## config.mk

```make
export PLATFORM = sky130hd
export DESIGN_NAME = rfes_shaper_top
export DESIGN_NICKNAME = d
export VERILOG_FILES = /design/src/rfes_pkg.sv /design/src/rfes_edge_shaper.sv /design/src/rfes_shaper_top.sv /design/src/rfes_step_timer.sv
export VERILOG_INCLUDE_DIRS = /design/src
export SDC_FILE = /design/constraint.sdc
export NUM_CORES = 2
export LEC_CHECK = 0
export ABC_AREA = 0
export BUFFER_PORTS_ARGS = -buffer_cell sky130_fd_sc_hd__buf_2
export CORE_ASPECT_RATIO = 0.8
export CORE_MARGIN = 3
export CORE_UTILIZATION = 70
export CTS_BUF_LIST = sky130_fd_sc_hd__clkbuf_16
export DETAILED_ROUTE_END_ITERATION = 10
export PLACE_DENSITY_LB_ADDON = 0.3
export SLEW_MARGIN = 20
export SYNTH_ARGS = -nofsm -noshare
export SYNTH_HDL_FRONTEND = slang
export SYNTH_SLANG_ARGS = --single-unit
```

## constraint.sdc

```tcl
create_clock -name CLK_I -period 98.2 [get_ports CLK_I]
set_clock_uncertainty 0.15 [all_clocks]
set_input_delay 9.82 -clock CLK_I [delete_from_list [all_inputs] [get_ports CLK_I]]
set_output_delay 9.82 -clock CLK_I [all_outputs]
set_load 0.01 [all_outputs]
```

## src/rfes_defines.svh

```systemverilog
// Register offsets, field positions, codes and reset values of the edge shaper.
`ifndef RFES_DEFINES_SVH
`define RFES_DEFINES_SVH
// ------------------------------------------------------------
// Register offsets
// ------------------------------------------------------------
`define RFES_ADDR_RESIDUAL 8'h3C
`define RFES_ADDR_KIND     8'h59
`define RFES_ADDR_PARAMS   8'h5A
`define RFES_ADDR_COUNT    8'h5B
`define RFES_ADDR_STATUS   8'h5C
// ------------------------------------------------------------
// Field positions
// ------------------------------------------------------------
`define RFES_KIND_FALL 7:4
`define RFES_KIND_RISE 3:0
`define RFES_PAR_FALL  6:4
`define RFES_PAR_RISE  2:0
`define RFES_CNT_DBL   7
`define RFES_CNT_N     4:0
`define RFES_LUT_PT    7:5
`define RFES_LUT_IDX   1:0
// ------------------------------------------------------------
// Reset values
// ------------------------------------------------------------
`define RFES_RST_RESIDUAL 8'h00
`define RFES_RST_KIND     8'h11
`define RFES_RST_PARAMS   7'h00
`define RFES_RST_COUNT    6'h08
// ------------------------------------------------------------
// Style codes, levels, scaling shifts and phase codes
// ------------------------------------------------------------
`define RFES_STYLE_LIN1     4'h1
`define RFES_STYLE_LIN2     4'h2
`define RFES_STYLE_LIN3     4'h3
`define RFES_STYLE_LUT      4'h4
`define RFES_STYLE_LUT_CORR 4'h5
`define RFES_STYLE_LUT_ADPT 4'h6
`define RFES_FULL   8'hFF
`define RFES_ZERO   8'h00
`define RFES_HALF   8'h80
`define RFES_THIRD1 8'h40
`define RFES_THIRD2 8'hC0
`define RFES_SH_UNIT 8
`define RFES_SH_WIDE 7
`define RFES_SH_NARR 6
`define RFES_SH_CORR 2
`define RFES_PH_IDLE  2'h0
`define RFES_PH_FALL  2'h1
`define RFES_PH_PAUSE 2'h2
`define RFES_PH_RISE  2'h3
`endif

```

## src/rfes_pkg.sv

```systemverilog
// Types shared by the edge shaper modules.
package rfes_pkg;
   typedef logic [3:0] rfes_style_t;
   typedef logic [7:0] rfes_level_t;
   typedef enum logic [1:0] {ST_IDLE, ST_FALL, ST_PAUSE, ST_RISE} rfes_state_e;
endpackage

```

## src/rfes_edge_shaper.sv

```systemverilog
// Amplitude of one edge at a given transition state, for every style code.
`timescale 1ns/10ps
`include "rfes_defines.svh"
module rfes_edge_shaper (
   // Edge configuration.
   input  rfes_pkg::rfes_style_t style_i,
   input  wire logic [2:0]       param_i,
   input  wire logic             fall_i,
   input  rfes_pkg::rfes_level_t res_i,
   input  rfes_pkg::rfes_level_t sup_i,
   // Position within the edge.
   input  wire logic [4:0]       k_i,
   input  wire logic [4:0]       n_i,
   // Shaped amplitude.
   output rfes_pkg::rfes_level_t amp_o
);
   import rfes_pkg::*;

   localparam logic [7:0] LUT [4][8] = '{
      '{8'h00, 8'h24, 8'h49, 8'h6D, 8'h92, 8'hB6, 8'hDB, 8'hFF},
      '{8'h00, 8'h04, 8'h10, 8'h24, 8'h40, 8'h64, 8'h90, 8'hC4},
      '{8'h00, 8'h3C, 8'h70, 8'h9C, 8'hC0, 8'hDC, 8'hF0, 8'hFC},
      '{8'h00, 8'h0C, 8'h30, 8'h68, 8'h98, 8'hD0, 8'hF4, 8'hFC}};

   logic [12:0] num;
   logic [7:0]  frac;
   logic [7:0]  g;
   logic [7:0]  knee;
   logic [7:0]  lo;
   logic [7:0]  hi;
   logic [7:0]  pt;
   logic [7:0]  adapt;
   logic [8:0]  sum;
   logic [7:0]  span;
   logic [7:0]  delta;
   logic        valid;

   // Progress fraction k/n in 1/255 steps, then the style maps it to a shape.
   always_comb begin
      num   = 13'(k_i) * {5'h00, `RFES_FULL};
      frac  = (n_i == 5'h00) ? `RFES_FULL : 8'(num / 13'(n_i));
      knee  = {param_i, 5'h10};
      lo    = {1'b0, param_i, 4'h0};
      hi    = `RFES_FULL - lo;
      pt    = LUT[param_i[`RFES_LUT_IDX]][frac[`RFES_LUT_PT]];
      adapt = 8'((16'(pt) * 16'(sup_i)) >> `RFES_SH_UNIT);
      sum   = 9'(adapt) + 9'((`RFES_FULL - sup_i) >> `RFES_SH_CORR);
      valid = 1'b1;
      g     = frac;
      case (style_i)
         `RFES_STYLE_LIN1: begin
            g = frac;
         end
         `RFES_STYLE_LIN2: begin
            if (frac < `RFES_HALF) begin
               g = 8'((16'(frac) * 16'(knee)) >> `RFES_SH_WIDE);
            end else begin
               g = knee + 8'((16'(frac - `RFES_HALF) * 16'(`RFES_FULL - knee)) >> `RFES_SH_WIDE);
            end
         end
         `RFES_STYLE_LIN3: begin
            if (frac < `RFES_THIRD1) begin
               g = 8'((16'(frac) * 16'(lo)) >> `RFES_SH_NARR);
            end else if (frac < `RFES_THIRD2) begin
               g = lo + 8'((16'(frac - `RFES_THIRD1) * 16'(hi - lo)) >> `RFES_SH_WIDE);
            end else begin
               g = hi + 8'((16'(frac - `RFES_THIRD2) * 16'(`RFES_FULL - hi)) >> `RFES_SH_NARR);
            end
         end
         `RFES_STYLE_LUT: begin
            g = pt;
         end
         `RFES_STYLE_LUT_CORR: begin
            g = sum[8] ? `RFES_FULL : sum[7:0];
         end
         `RFES_STYLE_LUT_ADPT: begin
            g = adapt;
         end
         default: begin
            valid = 1'b0;
         end
      endcase
   end

   // Map the shape onto the span between full carrier and the residual level.
   always_comb begin
      span  = `RFES_FULL - res_i;
      delta = 8'((16'(span) * 16'(g)) >> `RFES_SH_UNIT);
      if (k_i == n_i || !valid) begin
         amp_o = fall_i ? res_i : `RFES_FULL;
      end else begin
         amp_o = fall_i ? (`RFES_FULL - delta) : (res_i + delta);
      end
   end
endmodule

```

## src/rfes_shaper_top.sv

```systemverilog
// Carrier envelope shaper for reader-mode modulation pauses, with its registers.
// Operation
// The falling-edge style code is the upper nibble of the edge-kind register.
// The rising-edge style code is the lower nibble of that register, set independently.
// Codes one to three shape the edge with one, two or three linear ramps; zero and seven to fifteen are reserved.
// Code four uses a stored table with no supply adaptation.
// Code five uses a table adapted to the amplifier supply plus a correction step.
// Code six uses a table adapted to the amplifier supply without correction.
// For computed falling edges the three-bit falling parameter sets the time constant.
// For computed rising edges the three-bit rising parameter sets the time constant.
// For table styles each edge parameter picks table zero to three.
// Each transition state lasts one carrier cycle, or two when the doubling bit is set.
// Both edges step through the number of states given by the shared five-bit count.
// During the pause the carrier level is the eight-bit residual value, zero none, all ones full.
// Intermediate residual values scale the carrier linearly in steps of 1/255.
// Reserved bits are ignored and reserved style codes give a plain step edge.
//
// The address-and-strobe port is this design's own decision.
`timescale 1ns/10ps
`include "rfes_defines.svh"
module rfes_shaper_top (
   // Clock and reset.
   input  wire logic        CLK_I,
   input  wire logic        SRST_I,
   // Register port.
   input  wire logic [7:0]  ADDR_I,
   input  wire logic [7:0]  WDATA_I,
   input  wire logic        WR_I,
   input  wire logic        RD_I,
   output logic [7:0]       RDATA_O,
   // Modulation request and amplifier supply measurement.
   input  wire logic        MOD_PAUSE_I,
   input  rfes_pkg::rfes_level_t PA_SUPPLY_I,
   // Carrier envelope.
   output rfes_pkg::rfes_level_t AMPL_O,
   output logic             EDGE_BUSY_O
);
   import rfes_pkg::*;

   // ------------------------------------------------------------
   // Registers
   // ------------------------------------------------------------
   logic [7:0]  residual_r;
   logic [7:0]  residual_nxt;
   logic [7:0]  kind_r;
   logic [7:0]  kind_nxt;
   logic [6:0]  params_r;
   logic [6:0]  params_nxt;
   logic [5:0]  count_r;
   logic [5:0]  count_nxt;
   logic [7:0]  rdata_r;
   logic [7:0]  rdata_nxt;
   logic [1:0]  phase;

   // Edge engine state.
   rfes_state_e state_r;
   rfes_state_e state_nxt;
   logic [4:0]  k_r;
   logic [4:0]  k_nxt;
   logic [7:0]  amp_r;
   logic [7:0]  amp_nxt;
   logic        busy_r;
   logic        busy_nxt;
   logic [7:0]  sup_meta_r;
   logic [7:0]  sup_r;
   logic [4:0]  n;
   logic [4:0]  k_next;
   logic        run;
   logic        step;
   logic        last;
   logic [7:0]  fall_amp;
   logic [7:0]  rise_amp;

   // Writes store only the defined bits, so reserved bits always read back zero.
   always_comb begin
      residual_nxt = residual_r;
      kind_nxt     = kind_r;
      params_nxt   = params_r;
      count_nxt    = count_r;
      if (WR_I) begin
         if (ADDR_I == `RFES_ADDR_RESIDUAL) begin
            residual_nxt = WDATA_I;
         end else if (ADDR_I == `RFES_ADDR_KIND) begin
            kind_nxt = WDATA_I;
         end else if (ADDR_I == `RFES_ADDR_PARAMS) begin
            params_nxt = {WDATA_I[`RFES_PAR_FALL], 1'b0, WDATA_I[`RFES_PAR_RISE]};
         end else if (ADDR_I == `RFES_ADDR_COUNT) begin
            count_nxt = {WDATA_I[`RFES_CNT_DBL], WDATA_I[`RFES_CNT_N]};
         end
      end
   end

   // Read data appear in the cycle after the strobe; unmapped offsets read zero.
   always_comb begin
      rdata_nxt = `RFES_ZERO;
      if (RD_I) begin
         if (ADDR_I == `RFES_ADDR_RESIDUAL) begin
            rdata_nxt = residual_r;
         end else if (ADDR_I == `RFES_ADDR_KIND) begin
            rdata_nxt = kind_r;
         end else if (ADDR_I == `RFES_ADDR_PARAMS) begin
            rdata_nxt = {1'b0, params_r};
         end else if (ADDR_I == `RFES_ADDR_COUNT) begin
            rdata_nxt = {count_r[5], 2'h0, count_r[4:0]};
         end else if (ADDR_I == `RFES_ADDR_STATUS) begin
            rdata_nxt = {phase, 1'b0, k_r};
         end
      end
   end

   always_ff @(posedge CLK_I) begin
      if (SRST_I) begin
         residual_r <= `RFES_RST_RESIDUAL;
         kind_r     <= `RFES_RST_KIND;
         params_r   <= `RFES_RST_PARAMS;
         count_r    <= `RFES_RST_COUNT;
         rdata_r    <= `RFES_ZERO;
      end else begin
         residual_r <= residual_nxt;
         kind_r     <= kind_nxt;
         params_r   <= params_nxt;
         count_r    <= count_nxt;
         rdata_r    <= rdata_nxt;
      end
   end

   assign RDATA_O = rdata_r;

   // ------------------------------------------------------------
   // Supply synchroniser
   // ------------------------------------------------------------
   // The supply word comes from a slow converter; it must hold still for
   // several cycles per update, since each bit is synchronised on its own.
   always_ff @(posedge CLK_I) begin
      if (SRST_I) begin
         sup_meta_r <= `RFES_FULL;
         sup_r      <= `RFES_FULL;
      end else begin
         sup_meta_r <= PA_SUPPLY_I;
         sup_r      <= sup_meta_r;
      end
   end

   // ------------------------------------------------------------
   // Edge engine
   // ------------------------------------------------------------
   assign n      = count_r[4:0];
   assign k_next = k_r + 5'h01;
   assign run    = (state_r == ST_FALL) || (state_r == ST_RISE);
   assign last   = (k_next == n);

   rfes_step_timer u_timer (
      .CLK_I  (CLK_I),
      .SRST_I (SRST_I),
      .run_i  (run),
      .dbl_i  (count_r[5]),
      .step_o (step)
   );

   // Falling edge: upper style nibble and upper parameter field.
   rfes_edge_shaper u_fall (
      .style_i (kind_r[`RFES_KIND_FALL]),
      .param_i (params_r[6:4]),
      .fall_i  (1'b1),
      .res_i   (residual_r),
      .sup_i   (sup_r),
      .k_i     (k_next),
      .n_i     (n),
      .amp_o   (fall_amp)
   );

   // Rising edge: lower style nibble and lower parameter field.
   rfes_edge_shaper u_rise (
      .style_i (kind_r[`RFES_KIND_RISE]),
      .param_i (params_r[2:0]),
      .fall_i  (1'b0),
      .res_i   (residual_r),
      .sup_i   (sup_r),
      .k_i     (k_next),
      .n_i     (n),
      .amp_o   (rise_amp)
   );

   // A pause request that ends during the falling edge still finishes that
   // edge, so the card always sees a complete pulse shape.
   always_comb begin
      state_nxt = state_r;
      k_nxt     = k_r;
      amp_nxt   = amp_r;
      case (state_r)
         ST_IDLE: begin
            amp_nxt = `RFES_FULL;
            k_nxt   = 5'h00;
            if (MOD_PAUSE_I) begin
               if (n == 5'h00) begin
                  state_nxt = ST_PAUSE;
                  amp_nxt   = residual_r;
               end else begin
                  state_nxt = ST_FALL;
               end
            end
         end
         ST_FALL: begin
            if (step) begin
               amp_nxt = fall_amp;
               k_nxt   = k_next;
               if (last) begin
                  state_nxt = ST_PAUSE;
                  k_nxt     = 5'h00;
               end
            end
         end
         ST_PAUSE: begin
            amp_nxt = residual_r;
            if (!MOD_PAUSE_I) begin
               if (n == 5'h00) begin
                  state_nxt = ST_IDLE;
               end else begin
                  state_nxt = ST_RISE;
               end
            end
         end
         ST_RISE: begin
            if (step) begin
               amp_nxt = rise_amp;
               k_nxt   = k_next;
               if (last) begin
                  state_nxt = ST_IDLE;
                  k_nxt     = 5'h00;
               end
            end
         end
         default: begin
            state_nxt = ST_IDLE;
         end
      endcase
      busy_nxt = (state_nxt == ST_FALL) || (state_nxt == ST_RISE);
   end

   always_ff @(posedge CLK_I) begin
      if (SRST_I) begin
         state_r <= ST_IDLE;
         k_r     <= 5'h00;
         amp_r   <= `RFES_FULL;
         busy_r  <= 1'b0;
      end else begin
         state_r <= state_nxt;
         k_r     <= k_nxt;
         amp_r   <= amp_nxt;
         busy_r  <= busy_nxt;
      end
   end

   // Phase code for the status register.
   always_comb begin
      case (state_r)
         ST_FALL:  phase = `RFES_PH_FALL;
         ST_PAUSE: phase = `RFES_PH_PAUSE;
         ST_RISE:  phase = `RFES_PH_RISE;
         default:  phase = `RFES_PH_IDLE;
      endcase
   end

   assign AMPL_O      = amp_r;
   assign EDGE_BUSY_O = busy_r;

   // ------------------------------------------------------------
   // Assertions
   // ------------------------------------------------------------
   a_fall_start: assert property (@(posedge CLK_I) disable iff (SRST_I)
      (state_r == ST_IDLE && MOD_PAUSE_I && n != 5'h00) |=> (state_r == ST_FALL && k_r == 5'h00))
      else $error("falling edge did not start on pause request");

   a_fall_end: assert property (@(posedge CLK_I) disable iff (SRST_I)
      (state_r == ST_FALL && step && k_r + 5'h01 == n) |=> (state_r == ST_PAUSE && AMPL_O == $past(residual_r)))
      else $error("falling edge did not end at the residual level after n states");

   a_rise_end: assert property (@(posedge CLK_I) disable iff (SRST_I)
      (state_r == ST_RISE && step && k_r + 5'h01 == n) |=> (state_r == ST_IDLE && AMPL_O == `RFES_FULL))
      else $error("rising edge did not end at full carrier after n states");

   a_pause_level: assert property (@(posedge CLK_I) disable iff (SRST_I)
      (state_r == ST_PAUSE) |=> (AMPL_O == $past(residual_r)))
      else $error("pause level differs from the residual setting");

   a_idle_full: assert property (@(posedge CLK_I) disable iff (SRST_I)
      (state_r == ST_IDLE && $past(state_r) == ST_IDLE) |-> (AMPL_O == `RFES_FULL))
      else $error("carrier not full while idle");

   a_step_fallback: assert property (@(posedge CLK_I) disable iff (SRST_I)
      (state_r == ST_FALL && step && (kind_r[`RFES_KIND_FALL] == 4'h0 || kind_r[`RFES_KIND_FALL] > 4'h6))
      |=> (AMPL_O == $past(residual_r)))
      else $error("reserved falling style did not give a step edge");

   a_read_reserved: assert property (@(posedge CLK_I) disable iff (SRST_I)
      (RD_I && ADDR_I == `RFES_ADDR_PARAMS) |=> (RDATA_O[7] == 1'b0 && RDATA_O[3] == 1'b0))
      else $error("reserved parameter bits read nonzero");

   a_fall_count: assert property (@(posedge CLK_I) disable iff (SRST_I)
      (state_r == ST_FALL && step && !count_r[5] && k_r + 5'h01 != n) |=> (k_r == $past(k_r) + 5'h01))
      else $error("state index did not advance by one");
endmodule

```

## src/rfes_step_timer.sv

```systemverilog
// Transition-state timer: one step pulse per carrier cycle, or per two.
`timescale 1ns/10ps
`include "rfes_defines.svh"
module rfes_step_timer (
   // Clock and reset.
   input  wire logic CLK_I,
   input  wire logic SRST_I,
   // Control and step strobe.
   input  wire logic run_i,
   input  wire logic dbl_i,
   output logic      step_o
);
   import rfes_pkg::*;

   logic half_r;
   logic half_nxt;

   // Half toggles only while a doubled edge runs, so every state spans two cycles.
   always_comb begin
      half_nxt = (run_i && dbl_i) ? ~half_r : 1'b0;
   end

   always_ff @(posedge CLK_I) begin
      if (SRST_I) begin
         half_r <= 1'b0;
      end else begin
         half_r <= half_nxt;
      end
   end

   // A state ends after one cycle, or after its second cycle when doubled.
   assign step_o = run_i && (!dbl_i || half_r);

   a_single_hold: assert property (@(posedge CLK_I) disable iff (SRST_I)
      (run_i && !dbl_i) |-> step_o)
      else $error("single-length state did not step every cycle");

   a_double_hold: assert property (@(posedge CLK_I) disable iff (SRST_I)
      (run_i && dbl_i && step_o) |-> ($past(run_i) && !$past(step_o)))
      else $error("doubled state stepped after one cycle");
endmodule

```

==> flow_summary.rst <==
.. list-table::
   :header-rows: 1

   * - Metric
     - Value
   * - Most frequent cells in the layout
     - sky130_fd_sc_hd__inv_1, sky130_fd_sc_hd__ha_1, sky130_fd_sc_hd__nor2_1, sky130_fd_sc_hd__fa_1, sky130_fd_sc_hd__nand2_1
   * - Crit path time final
     - 40960 ps
   * - Register area share after synthesis
     - 4.80%
   * - Wire length of the first global-routing pass
     - 134000 um
   * - Cell count after synthesis
     - 3502
   * - Die outline area
     - 42900 sq um
   * - # IOs
     - 46
   * - Overflow left after global routing
     - 0
   * - Clock latency at the later pin of the worst-skew pair
     - 350 ps
   * - Number of port buffers
     - 45
   * - Floorplan core area
     - 39700 sq um
   * - WL per Instance
     - 20.6 um
   * - Number of hold violations in the final report
     - 0
   * - Clock root buffer
     - sky130_fd_sc_hd__clkbuf_16
   * - Total clock buffers created by CTS
     - 9
   * - Chip height
     - 186 um
   * - Post-detailed-routing wire length
     - 83100 um
   * - Startpoint types
     - flop
   * - Initial antenna violation count
     - 0
   * - Final slew viol count
     - 0
   * - Largest net degree at the start of global routing
     - 64
   * - Crit path max fanout
     - 19
   * - Layout-stage area growth over the synthesis result
     - 4.05%
   * - Avg Cell Area, Syn
     - 8.09 sq um
   * - Most common cell after layout, fill and taps aside
     - sky130_fd_sc_hd__inv_1
   * - RePlAce Congestion
     - 0.983
   * - Worst endpoint required time
     - 98280 ps
   * - Actual transition at the worst max-transition pin
     - 1190 ps
   * - Flip-flop cell with the highest count after synthesis
     - sky130_fd_sc_hd__dfxtp_1
   * - Floorplan row count
     - 65
   * - Critical Path Slowest Stage Cell
     - sky130_fd_sc_hd__fa_1
   * - Count of nets after finishing
     - 4351
   * - Initial Utilization
     - 71.4%
   * - Endpoint arrival time on the critical path
     - 41040 ps
   * - Total vias in the final route
     - 25900
   * - Cell area reported after detailed placement
     - 29200 sq um
   * - First-pass detailed-route iteration total
     - 6
   * - Proportion of synthesized flip-flops having asynchronous set or reset
     - 0%
   * - Setup repair after global routing missed its margin
     - no
   * - Final HPWL DP
     - 66400 um
   * - Cell family contributing the most delay on the critical path
     - compound AO/OA/AOI/OAI gates
   * - Post-cts sizing count
     - 0
   * - Clock-pin transition on the worst setup and hold timing paths
     - 70 ps
   * - Die Width
     - 231 um
   * - H-tree depth
     - 3
   * - Fin area
     - 29500 sq um
   * - Type of the worst min-delay path
     - flop to flop
   * - Outcome
     - complete, no violations
   * - YS warnings
     - 0
   * - Remaining routing DRC violations
     - 0
   * - Achievable Freq
     - 24.4 MHz
   * - Kind of end point of the critical path
     - flop
   * - Antenna Nets Post-Route
     - 0
   * - Most frequent CP cell
     - sky130_fd_sc_hd__ha_1
   * - Setup bufs post-CTS
     - 0
   * - Synthesized area
     - 28300 sq um
   * - WS Path Type
     - flop to flop
   * - Clock net sink count
     - 68
   * - CTS tree
     - done
   * - Largest incremental delay on the critical path
     - 730 ps
   * - Bufs and invs on worst path
     - 8
   * - Layout cells sized above 1
     - 6.29%
   * - Total negative slack for setup checks
     - 0 ps
   * - CTS Hold Bufs
     - 0
   * - Share of the clock period used by the worst path
     - 41.7%
   * - Vias per cell
     - 6.42
   * - Maximum Capacitance Violations
     - 0
   * - Count of distinct cell types in the synthesized netlist
     - 108
   * - Number of global-route vias before repair
     - 26300
   * - Post-synth EDFFs
     - 0
   * - Total of endpoints with negative setup slack in the final report
     - 0
   * - Number of violations reported at the end of detailed-routing iteration 0
     - 2282
   * - Min Hold Slack
     - 268 ps
   * - Global-route usage over all layers
     - 38.6%
   * - Max-slew headroom at the worst pin
     - 19.7%
   * - Seq cells post-synth
     - 68
   * - CTS max path bufs
     - 2
-- per-stage QoR --
stage          cells  worst slack, ps  util [%]
5_1_grt         4031            54280      74.3
3_5_place_dp    4015            58100      73.5
2_1_floorplan   3503            62210         -
6_report        4032            57240      74.3
4_1_cts         4031            57860      74.2
3_3_place_gp    4015            59510      73.4
-- cells by family after synthesis --
kind of cell    count (synthesis)  share of synthesized area (%)
other cells                     1                         0.0132
fa+ha+maj                     833                           45.2
buf+inv                       694                           9.24
simple gates                 1011                           17.1
mux                            51                           1.91
xor+xnor                      205                           6.34
flops                          68                           4.80
compound gates                639                           15.4
-- worst register-to-register path, delay by kind of cell (launching register included) --
kind / cells / cell delay [ps]
and+or+nand+nor: 43 / 9460
buffers and inverters: 8 / 960
xor gates and xnor gates: 4 / 980
AOI/OAI and AO/OA: 67 / 14600
DFF: 1 / 690
muxes: 5 / 2100
adders and majority gates: 32 / 11850
-- final timing paths --
check	end	startpoint	slack [ps]	depth (start not counted)
worst min-delay path	sup_r[1]$_SDFF_PP1_	sup_meta_r[1]$_SDFF_PP1_	270	1
worst min register to register	sup_r[1]$_SDFF_PP1_	sup_meta_r[1]$_SDFF_PP1_	270	1
worst max-delay path	AMPL_O[4]$_SDFFE_PP1P_	k_r[0]$_SDFFE_PP0P_	57240	159
worst max register to register	AMPL_O[4]$_SDFFE_PP1P_	k_r[0]$_SDFFE_PP0P_	57240	159
-- cells in the mapped netlist, drive strengths merged (27+ instances only) --
| master | number | area, sq um |
|---|---|---|
| a211oi | 27 | 225 |
| a21o | 61 | 458 |
| a21oi | 174 | 871 |
| and2 | 66 | 413 |
| and3 | 31 | 194 |
| clkbuf | 102 | 383 |
| dfxtp | 68 | 1360 |
| fa | 318 | 6370 |
| ha | 514 | 6430 |
| inv | 578 | 2170 |
| mux2i | 33 | 334 |
| nand2 | 210 | 791 |
| nand2b | 40 | 250 |
| nand3 | 63 | 328 |
| nor2 | 351 | 1320 |
| nor2b | 44 | 275 |
| nor3 | 82 | 420 |
| o21a | 58 | 435 |
| o21ai | 109 | 549 |
| or2 | 58 | 363 |
| xnor2 | 143 | 1250 |
| xor2 | 62 | 543 |
-- registers in the layout, indices dropped and copies added, names as in the netlist, named ones only --
signal          cells
AMPL_O              8
RDATA_O             8
count_r             6
k_r                 5
kind_r              8
params_r            6
residual_r          8
state_r             1
sup_meta_r          8
sup_r               8
u_timer.half_r      1
-- per-layer routing --
metal  up-vias  global-route usage [%]  wire [um]
met5         -                       0          0
met4         0                    13.2       3220
met3       294                    9.16       9260
met2      1440                    62.2      36700
met1     12500                    51.4      34000
li1      11600                       -          -
-- final cells by class --
type | count | area, sq um
Tap cell | 536 | 671
Clock inverter | 7 | 81.3
Sequential cell | 68 | 1360
Timing Repair Buffer | 89 | 556
Fill cell | 2979 | 10200
Multi-Input combinational cell | 2741 | 24400
Antenna cell | 1 | 2.50
Inverter | 581 | 2180
Clock buffer | 9 | 225
Power is left out: the tool's default activity adds up to more than one toggle a clock period on the data nets, which glitch-free logic cannot reach.
